### config.mk
export PLATFORM = sky130hd
export DESIGN_NAME = gcgc_top
export DESIGN_NICKNAME = d
export VERILOG_FILES = /design/src/hdl/gcgc_pkg.sv /design/src/hdl/gcgc_top.sv
export SDC_FILE = /design/constraint.sdc
export NUM_CORES = 2
export LEC_CHECK = 0
export BUFFER_PORTS_ARGS = -buffer_cell sky130_fd_sc_hd__buf_2
export CAP_MARGIN = 5
export CORE_ASPECT_RATIO = 1.4
export CORE_MARGIN = 1.5
export CORE_UTILIZATION = 64
export DETAILED_ROUTE_END_ITERATION = 10
export PLACE_DENSITY = 0.86
export SYNTH_ARGS = -nofsm -noshare
export SYNTH_HDL_FRONTEND = slang
export SYNTH_SLANG_ARGS = --single-unit
### constraint.sdc
create_clock -name hclk -period 5.6 [get_ports hclk]
set_input_delay 1.4 -clock hclk [delete_from_list [all_inputs] [get_ports hclk]]
set_output_delay 1.4 -clock hclk [all_outputs]
set_load 0.02 [all_outputs]
### src/hdl/gcgc_pkg.sv
// Constants for the generic clock generator control block.
// Assumes an AHB-Lite master with 32-bit data and word-only accesses.
package gcgc_pkg;
	localparam int unsigned GCGC_NGEN = 9;
	localparam int unsigned GCGC_ID_W = 4;
	localparam int unsigned GCGC_SRC_W = 5;
	localparam int unsigned GCGC_DIV_W = 16;
	localparam int unsigned GCGC_FAC_W = 18;
	localparam int unsigned GCGC_ADR_W = 8;
	// Register byte offsets.
	localparam logic [7:0] GCGC_OFS_CTRL = 8'h04;
	localparam logic [7:0] GCGC_OFS_DIV = 8'h08;
	localparam logic [7:0] GCGC_OFS_PROT = 8'h0c;
	localparam logic [7:0] GCGC_OFS_STAT = 8'h10;
	// Control fields.
	localparam int unsigned GCGC_RS_BIT = 21;
	localparam int unsigned GCGC_DS_BIT = 20;
	localparam int unsigned GCGC_OE_BIT = 19;
	localparam int unsigned GCGC_OOV_BIT = 18;
	localparam int unsigned GCGC_IDC_BIT = 17;
	localparam int unsigned GCGC_EN_BIT = 16;
	localparam int unsigned GCGC_SRC_LSB = 8;
	localparam int unsigned GCGC_DIV_LSB = 8;
	localparam int unsigned GCGC_LOCK_LSB = 0;
	localparam int unsigned GCGC_RTC_LSB = 16;
	localparam int unsigned GCGC_STAT_CLK_LSB = 16;
	localparam int unsigned GCGC_HTRANS_ACT_BIT = 1;
	// Source codes and the generator numbers with special handling.
	localparam logic [4:0] GCGC_SRC_CRYSTAL_OSCILLATOR = 5'h00;
	localparam logic [4:0] GCGC_SRC_INPUT_PAD = 5'h01;
	localparam logic [4:0] GCGC_SRC_GENERATOR_ONE = 5'h02;
	localparam logic [4:0] GCGC_SRC_ULTRA_LOW_POWER_32K = 5'h03;
	localparam logic [4:0] GCGC_SRC_INTERNAL_32K = 5'h04;
	localparam logic [4:0] GCGC_SRC_CRYSTAL_32K = 5'h05;
	localparam logic [4:0] GCGC_SRC_INTERNAL_8MHZ = 5'h06;
	localparam logic [4:0] GCGC_SRC_FLL = 5'h07;
	localparam logic [4:0] GCGC_SRC_PLL = 5'h08;
	localparam logic [4:0] GCGC_SRC_MAX = GCGC_SRC_PLL;
	localparam int unsigned GCGC_GEN_ONE = 1;
	localparam int unsigned GCGC_GEN_TWO = 2;
	// Division widths per generator and power-of-two ceiling.
	localparam int unsigned GCGC_DIVW_GEN1 = 16;
	localparam int unsigned GCGC_DIVW_GEN2 = 5;
	localparam int unsigned GCGC_DIVW_OTHER = 8;
	localparam int unsigned GCGC_POW2_MAX_EXP = 17;
endpackage

### src/hdl/gcgc_top.sv
// Generic clock generator control: nine generators behind an AHB-Lite slave.
// Assumes clock sources arrive as levels synchronous to hclk and user reset is a pulse.
//
// Our own choice: the AHB-Lite slave port.
`timescale 1ns/1ns
module gcgc_top
	import gcgc_pkg::*;
(
	// Clock and power reset
	input wire logic hclk,
	input wire logic hresetn,
	// AHB-Lite slave
	input wire logic hsel,
	input wire logic [31:0] haddr,
	input wire logic [1:0] htrans,
	input wire logic hwrite,
	input wire logic [2:0] hsize,
	input wire logic [31:0] hwdata,
	input wire logic hready,
	output logic [31:0] hrdata,
	output logic hreadyout,
	output logic hresp,
	// System
	input wire logic user_reset_req,
	input wire logic standby,
	input wire logic [gcgc_pkg::GCGC_NGEN-1:0] periph_req,
	input wire logic [gcgc_pkg::GCGC_NGEN-1:0] src_level,
	// Dedicated generator pins and outputs
	input wire logic [gcgc_pkg::GCGC_NGEN-1:0] generator_pin_i,
	output wire logic [gcgc_pkg::GCGC_NGEN-1:0] generator_pin_o,
	output wire logic [gcgc_pkg::GCGC_NGEN-1:0] generator_pin_oe,
	output wire logic [gcgc_pkg::GCGC_NGEN-1:0] gen_clk
);
	import gcgc_pkg::*;

	////////////////////////////////////////////////////////////////////////////////
	// Configuration state.
	logic [GCGC_NGEN-1:0] run_in_standby_q, divide_select_q, output_enable_q;
	logic [GCGC_NGEN-1:0] output_off_value_q, duty_cycle_improve_q, generator_enable_q;
	logic [GCGC_SRC_W-1:0] source_select_q [GCGC_NGEN];
	logic [GCGC_DIV_W-1:0] generator_division_q [GCGC_NGEN];
	logic [GCGC_NGEN-1:0] write_lock_q, rtc_use_q;
	logic [GCGC_ID_W-1:0] ctrl_sel_q, div_sel_q;
	logic [GCGC_NGEN-1:0] active_w;
	logic [GCGC_ADR_W-1:0] addr_q;
	logic wr_q, rd_q, hreadyout_q, hresp_q;
	logic [31:0] hrdata_q;
	logic take;

	function automatic logic [GCGC_SRC_W-1:0] rst_src(input int unsigned g);
		if (g == 0) begin
			return GCGC_SRC_INTERNAL_8MHZ;
		end
		if (g == GCGC_GEN_TWO) begin
			return GCGC_SRC_ULTRA_LOW_POWER_32K;
		end
		return GCGC_SRC_CRYSTAL_OSCILLATOR;
	endfunction

	function automatic logic [GCGC_DIV_W-1:0] div_mask(input int unsigned g);
		int unsigned w;
		w = (g == GCGC_GEN_ONE) ? GCGC_DIVW_GEN1 :
			(g == GCGC_GEN_TWO) ? GCGC_DIVW_GEN2 : GCGC_DIVW_OTHER;
		return GCGC_DIV_W'((32'h1 << w) - 32'h1);
	endfunction

	////////////////////////////////////////////////////////////////////////////////
	// Bus slave: reads take one wait state so that a write in the previous data
	// phase is always visible to the read that follows it.
	assign take = hsel & htrans[GCGC_HTRANS_ACT_BIT] & hready;

	always_ff @(posedge hclk or negedge hresetn) begin
		if (!hresetn) begin
			addr_q <= '0;
			wr_q <= 1'b0;
			rd_q <= 1'b0;
		end else if (hready) begin
			addr_q <= haddr[GCGC_ADR_W-1:0];
			wr_q <= take & hwrite;
			rd_q <= take & ~hwrite;
		end else begin
			rd_q <= 1'b0;
		end
	end

	always_ff @(posedge hclk or negedge hresetn) begin
		if (!hresetn) begin
			hreadyout_q <= 1'b1;
			hresp_q <= 1'b0;
		end else begin
			hreadyout_q <= ~(take & ~hwrite);
			hresp_q <= 1'b0;
		end
	end

	function automatic logic [31:0] read_word(input logic [GCGC_ADR_W-1:0] a);
		logic [31:0] r;
		r = '0;
		unique case (a)
			GCGC_OFS_CTRL: begin
				r[GCGC_ID_W-1:0] = ctrl_sel_q;
				if (ctrl_sel_q < GCGC_ID_W'(GCGC_NGEN)) begin
					r[GCGC_RS_BIT] = run_in_standby_q[ctrl_sel_q];
					r[GCGC_DS_BIT] = divide_select_q[ctrl_sel_q];
					r[GCGC_OE_BIT] = output_enable_q[ctrl_sel_q];
					r[GCGC_OOV_BIT] = output_off_value_q[ctrl_sel_q];
					r[GCGC_IDC_BIT] = duty_cycle_improve_q[ctrl_sel_q];
					r[GCGC_EN_BIT] = generator_enable_q[ctrl_sel_q];
					r[GCGC_SRC_LSB +: GCGC_SRC_W] = source_select_q[ctrl_sel_q];
				end
			end
			GCGC_OFS_DIV: begin
				r[GCGC_ID_W-1:0] = div_sel_q;
				if (div_sel_q < GCGC_ID_W'(GCGC_NGEN)) begin
					r[GCGC_DIV_LSB +: GCGC_DIV_W] = generator_division_q[div_sel_q];
				end
			end
			GCGC_OFS_PROT: begin
				r[GCGC_LOCK_LSB +: GCGC_NGEN] = write_lock_q;
				r[GCGC_RTC_LSB +: GCGC_NGEN] = rtc_use_q;
			end
			GCGC_OFS_STAT: begin
				r[GCGC_NGEN-1:0] = active_w;
				r[GCGC_STAT_CLK_LSB +: GCGC_NGEN] = gen_clk;
			end
			default: r = '0;
		endcase
		return r;
	endfunction

	always_ff @(posedge hclk or negedge hresetn) begin
		if (!hresetn) begin
			hrdata_q <= '0;
		end else if (rd_q) begin
			hrdata_q <= read_word(addr_q);
		end
	end

	assign hrdata = hrdata_q;
	assign hreadyout = hreadyout_q;
	assign hresp = hresp_q;

	////////////////////////////////////////////////////////////////////////////////
	// Register writes and the two resets. A user reset beats a write in the same
	// cycle, since software cannot rely on a write racing a system reset.
	always_ff @(posedge hclk or negedge hresetn) begin
		if (!hresetn) begin
			for (int unsigned g = 0; g < GCGC_NGEN; g++) begin
				run_in_standby_q[g] <= 1'b0;
				divide_select_q[g] <= 1'b0;
				output_enable_q[g] <= 1'b0;
				output_off_value_q[g] <= 1'b0;
				duty_cycle_improve_q[g] <= 1'b0;
				generator_enable_q[g] <= (g == 0) || (g == GCGC_GEN_TWO);
				source_select_q[g] <= rst_src(g);
				generator_division_q[g] <= '0;
			end
			write_lock_q <= '0;
			rtc_use_q <= '0;
			ctrl_sel_q <= '0;
			div_sel_q <= '0;
		end else if (user_reset_req) begin
			for (int unsigned g = 0; g < GCGC_NGEN; g++) begin
				if (g == 0 || !(write_lock_q[g] || rtc_use_q[g])) begin
					run_in_standby_q[g] <= 1'b0;
					divide_select_q[g] <= 1'b0;
					output_enable_q[g] <= 1'b0;
					output_off_value_q[g] <= 1'b0;
					duty_cycle_improve_q[g] <= 1'b0;
					generator_enable_q[g] <= (g == 0) || (g == GCGC_GEN_TWO);
					source_select_q[g] <= rst_src(g);
					generator_division_q[g] <= '0;
				end
			end
		end else if (wr_q && hready) begin
			unique case (addr_q)
				GCGC_OFS_CTRL: begin
					ctrl_sel_q <= hwdata[GCGC_ID_W-1:0];
					for (int unsigned g = 0; g < GCGC_NGEN; g++) begin
						if (hwdata[GCGC_ID_W-1:0] == GCGC_ID_W'(g)) begin
							run_in_standby_q[g] <= hwdata[GCGC_RS_BIT];
							divide_select_q[g] <= hwdata[GCGC_DS_BIT];
							output_enable_q[g] <= hwdata[GCGC_OE_BIT];
							output_off_value_q[g] <= hwdata[GCGC_OOV_BIT];
							duty_cycle_improve_q[g] <= hwdata[GCGC_IDC_BIT];
							generator_enable_q[g] <= hwdata[GCGC_EN_BIT];
							source_select_q[g] <= hwdata[GCGC_SRC_LSB +: GCGC_SRC_W];
						end
					end
				end
				GCGC_OFS_DIV: begin
					div_sel_q <= hwdata[GCGC_ID_W-1:0];
					for (int unsigned g = 0; g < GCGC_NGEN; g++) begin
						if (hwdata[GCGC_ID_W-1:0] == GCGC_ID_W'(g)) begin
							generator_division_q[g] <= hwdata[GCGC_DIV_LSB +: GCGC_DIV_W]
								& div_mask(g);
						end
					end
				end
				GCGC_OFS_PROT: begin
					write_lock_q <= hwdata[GCGC_LOCK_LSB +: GCGC_NGEN];
					rtc_use_q <= hwdata[GCGC_RTC_LSB +: GCGC_NGEN];
				end
				default: begin
				end
			endcase
		end
	end

	////////////////////////////////////////////////////////////////////////////////
	// Generators. Each counts source half-periods unless bypassed (DS clear, division 0 or 1); a source
	// edge is any change of its sampled level, so the output can never toggle faster than hclk allows.
	for (genvar g = 0; g < GCGC_NGEN; g++) begin : gen_g
		logic [GCGC_SRC_W-1:0] s;
		logic lvl, lvl_q, clk_q, pin_o_q, pin_oe_q, pad_src, oe_eff, bypass;
		logic [GCGC_FAC_W-1:0] fac;
		logic [GCGC_FAC_W:0] per, hi, h_q, h_inc;
		logic [4:0] expo;

		assign s = source_select_q[g];
		assign pad_src = (s == GCGC_SRC_INPUT_PAD);
		assign oe_eff = output_enable_q[g] & ~pad_src;
		assign active_w[g] = generator_enable_q[g] & (periph_req[g] | oe_eff)
			& (~standby | (run_in_standby_q[g] & oe_eff));

		always_comb begin
			if (pad_src) begin
				lvl = generator_pin_i[g];
			end else if (s == GCGC_SRC_GENERATOR_ONE) begin
				lvl = gen_clk[GCGC_GEN_ONE];
			end else if (s <= GCGC_SRC_MAX) begin
				lvl = src_level[s[GCGC_ID_W-1:0]];
			end else begin
				lvl = 1'b0;
			end
		end

		always_comb begin
			expo = 5'(GCGC_POW2_MAX_EXP);
			if (generator_division_q[g] < GCGC_DIV_W'(GCGC_POW2_MAX_EXP)) begin
				expo = generator_division_q[g][4:0] + 5'h1;
			end
			if (divide_select_q[g]) begin
				fac = GCGC_FAC_W'(18'h1 << expo);
			end else begin
				fac = GCGC_FAC_W'(generator_division_q[g]);
			end
			bypass = ~divide_select_q[g] & (generator_division_q[g] <= GCGC_DIV_W'(1));
			per = {fac, 1'b0};
			hi = (duty_cycle_improve_q[g] | ~fac[0]) ? {1'b0, fac} : {1'b0, fac} - 19'h1;
			h_inc = h_q + 19'h1;
		end

		always_ff @(posedge hclk or negedge hresetn) begin
			if (!hresetn) begin
				lvl_q <= 1'b0;
			end else begin
				lvl_q <= lvl;
			end
		end

		always_ff @(posedge hclk or negedge hresetn) begin
			if (!hresetn) begin
				h_q <= '0;
				clk_q <= 1'b0;
			end else if (!active_w[g]) begin
				h_q <= '0;
				clk_q <= 1'b0;
			end else if (bypass) begin
				h_q <= '0;
				clk_q <= lvl;
			end else if (lvl != lvl_q) begin
				h_q <= (h_inc >= per) ? '0 : h_inc;
				clk_q <= (h_q < hi);
			end
		end

		always_ff @(posedge hclk or negedge hresetn) begin
			if (!hresetn) begin
				pin_o_q <= 1'b0;
				pin_oe_q <= 1'b0;
			end else begin
				pin_oe_q <= ~pad_src;
				pin_o_q <= (active_w[g] & oe_eff) ? clk_q : output_off_value_q[g];
			end
		end

		assign gen_clk[g] = clk_q;
		assign generator_pin_o[g] = pin_o_q;
		assign generator_pin_oe[g] = pin_oe_q;
	end
endmodule

==> flow_results.org <==
** Run status
- The flow ran to the end, and the final reports show no timing, DRC or antenna violations.

** STA
- The routed design could run at a clock period as short as about 5 ns.
- Transition time at the pin with the least slew margin :: 1.360 ns
- In this run the tightest slew margin relative to its limit is 9.179%.
- Maximum frequency from static timing analysis :: roughly 0.20 GHz
- The hold violation total from the final report came to 0.
- Final Skew :: around 0.017 ns
- Setup repair after global routing left no endpoint under its margin.
- Dividing the final minimum period by the clock period gives between 90% and 100%.
- Summed over all failing endpoints, the final setup total negative slack is 0 ns.
- Across all hold checks on the routed design, the worst slack comes to approximately 0.52 ns.
- The total count of max-transition violations in the final report came to 0.
- Setup-violating endpoint count in the final report :: 0

** Yosys
- Simple logic cell fraction of the synthesized area :: about 21%
- Share of the synthesized area in compound gates (AO/OA/AOI/OAI) :: 18.80%
- For this run, asynchronously set or reset flops after synthesis account for 100.0%.
- By area, the combinational part of the netlist is dominated by simple AND/OR/NAND/NOR gates.
- Count of warnings emitted by yosys :: 0
- Synth Instances :: 4149
- After synthesis, the netlist uses between 100 and 150 different library cells.
- Post-synth EDFFs :: 0
- Portion of synthesized cell area occupied by the leading cell type :: 29.62%
- Cell Area, Synth :: between 30000 and 40000 um^2
- Synthesized area per cell :: 8.919 um^2
- Main area contributors after synthesis :: dfrtp_1 (30%), ha_1 (12%), mux2_2 (4.6%), nand2_1 (4.2%), o21ai_0 (3.2%)
- Adder-cell area share of the yosys netlist :: 12.41%
- After Yosys synthesis, XOR and XNOR cells account for under 10% of the synthesized area.
- The most used flip-flop cell after synthesis is dfrtp_1.
- Portion of netlist area occupied by mux cells :: between 8 and 9%
- Part of the Yosys area used for sequential elements :: ~30%
- Number of synthesized register bits :: between 400 and 500
- Cell type with the largest total area after synthesis :: dfrtp_1

** CTS
- TritonCTS built the clock tree.
- CTS H-Tree Depth :: 2
- Buffers inserted to repair hold after CTS numbered 0.
- Cell at the root of the clock tree :: clkbuf_16
- CTS Buffer Depth :: 3
- Counting every sink on the clock net gives 445.
- TritonCTS created 48 clock buffers.
- Clock network latency to the later pin of the worst-skew pair :: roughly 0.63 ns
- Clk slew on worst S/H paths :: 0.07 ns

** Hold path
- Hold-critical path depth :: 1
- The path class of the tightest hold or removal check is reg2reg.

** Finish
- Excluding fillers, the count of instances in the completed layout stands at around 4900.
- Once layout is done, the placed cells without fillers occupy between 30000 and 40000 um^2.
- Of the cells placed in the final design, the portion with a size suffix greater than 1 is 13.47%.
- At the end of the flow the core is filled with cells to roughly 70%.
- Compared with the post-synthesis result, the final layout area differs by 7.466%.
- Final net count :: approximately 4600

** GRT
- Gr usage total :: between 30% and 40%
- Global-route wire length before repair :: ~180000 um
- Number of antenna violations at the first check in global routing :: 10
- Via count of the first global-routing pass :: ~32000
- Largest net degree at the start of global routing :: 135
- Global route total overflow :: 0

** Power and ir drop
- Clk pwr share :: 36.2%
- Registers are responsible for between 40% and 50% of the overall power.
- Total internal power :: slightly above 6000 uW
- The analysis attributes to cell leakage a power of approximately 0.018 uW.
- Power share of the combinational group :: 23.8%
- The worst-case IR drop observed on VDD is ~0.26 mV.
- In this run the power spent charging and discharging nets is ~3200 uW.
- Power density normalized to cell area :: 236.8 nW/um^2
- Sw Ratio :: about 34%

** Critical path
- Ordered cell list for the critical path :: ha_1, xnor2_1, a31oi_1, nor3_1, a22oi_1, ha_1, nand4b_1, nor4b_2, and3_1, nor2b_1, ha_1, a21o_1, a21o_1, a2111oi_0, o2111ai_1, a21oi_1
- Worst path slowest cell :: dfrtp_1
- Depth of the worst register-to-register path :: 16
- Data arrival time of the critical path :: 5.67 ns
- The worst setup path is of the reg2reg kind.
- Most Frequent Cell on Critical Path :: ha_1
- Along the worst path, the maximum fanout reaches 15.
- For this run, the slowest stage of the critical path takes about 0.66 ns.
- Data required time of the critical path :: approximately 6 ns
- STA classifies the critical path endpoint as a register.
- CP startpoint kind :: register

** Floorplanning
- The initial utilization of the core area, before any placement, comes to approximately 64%.
- Number of cell rows :: approximately 100
- In this run the horizontal extent of the chip is 206.2 um.
- Die Footprint :: ~59000 um^2
- Core Footprint :: ~57000 um^2
- The die is ~290 um tall.
- Num ports :: between 150 and 200

** Detailed routing
- The detailed router placed 34047 vias in this run.
- Routed WL :: around 110000 um
- The first detailed-routing pass ran for 6 iterations.
- Detailed-route DRC error count :: 0
- In the routed layout, each cell is associated on average with a via count of 6.881.
- In the final routed layout, each cell accounts on average for ~23 um.
- Remaining antenna violation count :: 0
- For this block, the initial DRC count from the detailed router was approximately 3600.

** Placed design
- IO buf count :: 120
- After legalization and detailed placement, the total HPWL measured about 83000 um.
- Final GP Congestion :: roughly 1
- Cell count after placement :: a little under 5000
- Once placement finished, the instance area stood at between 30000 and 40000 um^2.

** Run
- Across the run, the number of max-cap violations was 0.
logic make-up (layout without fill, tap and decap cells):
group           after synthesis  after routing
mux                         234            234
buf+inv                     407            447
flops                       445            445
simple gates               1463           1463
fa+ha+maj                   367            367
xor+xnor                    211            211
other cells                   2             19
compound gates             1020           1020
metrics by stage:
| step | setup WS [ns] | power, uW |
|---|---|---|
| 3_5_place_dp | 0.4195 | 5963 |
| 5_1_grt | 0.05344 | 9740 |
| 3_3_place_gp | 0.4570 | 5893 |
| 2_1_floorplan | 0.9012 | 5244 |
| 4_1_cts | 0.3913 | 9345 |
| 6_report | 0.4730 | 9417 |
cell usage after synthesis (13+ instances only):
master    number
o21a_1        13
nor2_1       236
mux2i_1       40
and3_1        67
buf_4         43
nor4b_1       18
nor3_1        67
ha_1         367
a21oi_1      201
a221oi_1      14
o21ai_0      233
inv_1        162
xnor2_1      128
dfrtp_1      438
a211oi_1      29
nor2b_1       76
nor4_1        42
nor3b_1       19
buf_2         30
nand3_1      199
or4_1         18
buf_1         18
a22oi_1       53
a22o_1        63
and4_1        21
nand2_1      413
nand4_1       84
xor2_1        82
o211ai_1      25
mux2_2       150
nand2b_1      58
clkbuf_1     150
or3_1         24
a21o_1        86
nand3b_1      21
o31ai_1       29
and2_1        20
o22ai_1       36
a31oi_1       60
mux4_2        44
power by group through the flow:
| stage | registers (uW) | logic [uW] | clock network (uW) |
|---|---|---|---|
| 2_1_floorplan | 3640 | 1600 | 0 |
| 5_1_grt | 3780 | 2430 | 3530 |
| 4_1_cts | 3740 | 2180 | 3420 |
| 3_5_place_dp | 3800 | 2160 | 0 |
| 6_report | 3770 | 2240 | 3410 |
| 3_3_place_gp | 3790 | 2110 | 0 |
what timing repair did:
item / in CTS / in global routing
endpoints found under the setup margin: 0 / 1
hold endpoints to repair: 0 / 0
gates resized for setup: 0 / 2
setup buffers: 0 / 0
metal layers:
layer  track usage [%]  share of wire (%)  vias to the layer above
met5                 0              0.030                        -
met4             23.32                7.2                        6
met3             6.984                9.1                      477
met2             60.67                 46                     1785
met1             45.92                 37                    16366
li1                  -                  -                    15413
worst paths after layout:
| path | from | endpoint | slack [ns] |
|---|---|---|---|
| setup reg to reg | generator_division_q[80] | gen_g[3].clk_q | 0.47 |
| min in group asynchronous | hresetn | gen_g[0].h_q[9] | 0.66 |
| setup / recovery | generator_division_q[80] | gen_g[3].clk_q | 0.47 |
| hold / removal | rtc_use_q[0] | rtc_use_q[0] | 0.52 |
| hold reg to reg | rtc_use_q[0] | rtc_use_q[0] | 0.52 |
| max in group asynchronous | hresetn | gen_g[5].h_q[7] | 3.82 |
area by class of cell:
class | count | area, um^2
flip-flops and latches | 445 | 11140
diodes | 10 | 25.02
clock inverters | 27 | 297.8
multi-input cells | 3304 | 24180
clock buffers | 60 | 1359
well taps | 742 | 928.4
inverters | 165 | 619.3
fillers | 4445 | 17620
repair buffers | 195 | 1211
registers in the layout, indices dropped and copies added (netlist names), 25 cells and up:
register              cells
gen_g.s                  45
generator_division_q     77
gen_g.h_q               171
hrdata                   25
placed cells by master, fill, tap and decap left out, drive strengths merged, types with 53 or more instances in the layout:
cell type / Yosys / routed
dfrtp: 438 / 438
nand2: 414 / 414
ha: 367 / 367
nor2: 239 / 239
o21ai: 238 / 238
a21oi: 204 / 204
nand3: 199 / 199
buf: 92 / 195
inv: 163 / 168
mux2: 150 / 150
xnor2: 128 / 128
a21o: 86 / 86
nand4: 84 / 84
xor2: 83 / 83
nor2b: 76 / 76
nor3: 71 / 71
and3: 67 / 67
a22o: 63 / 63
a31oi: 61 / 61
clkbuf: 150 / 60
nand2b: 58 / 58
a22oi: 53 / 53
worst max-delay path, delay by kind of cell (launching register included):
family | cells | cell delay (ns)
compound gates | 7 | 2.09
simple gates | 5 | 1.24
fa+ha+maj | 3 | 0.92
flops | 1 | 0.66
xor+xnor | 1 | 0.13
Power figures use the tool's default switching activity.
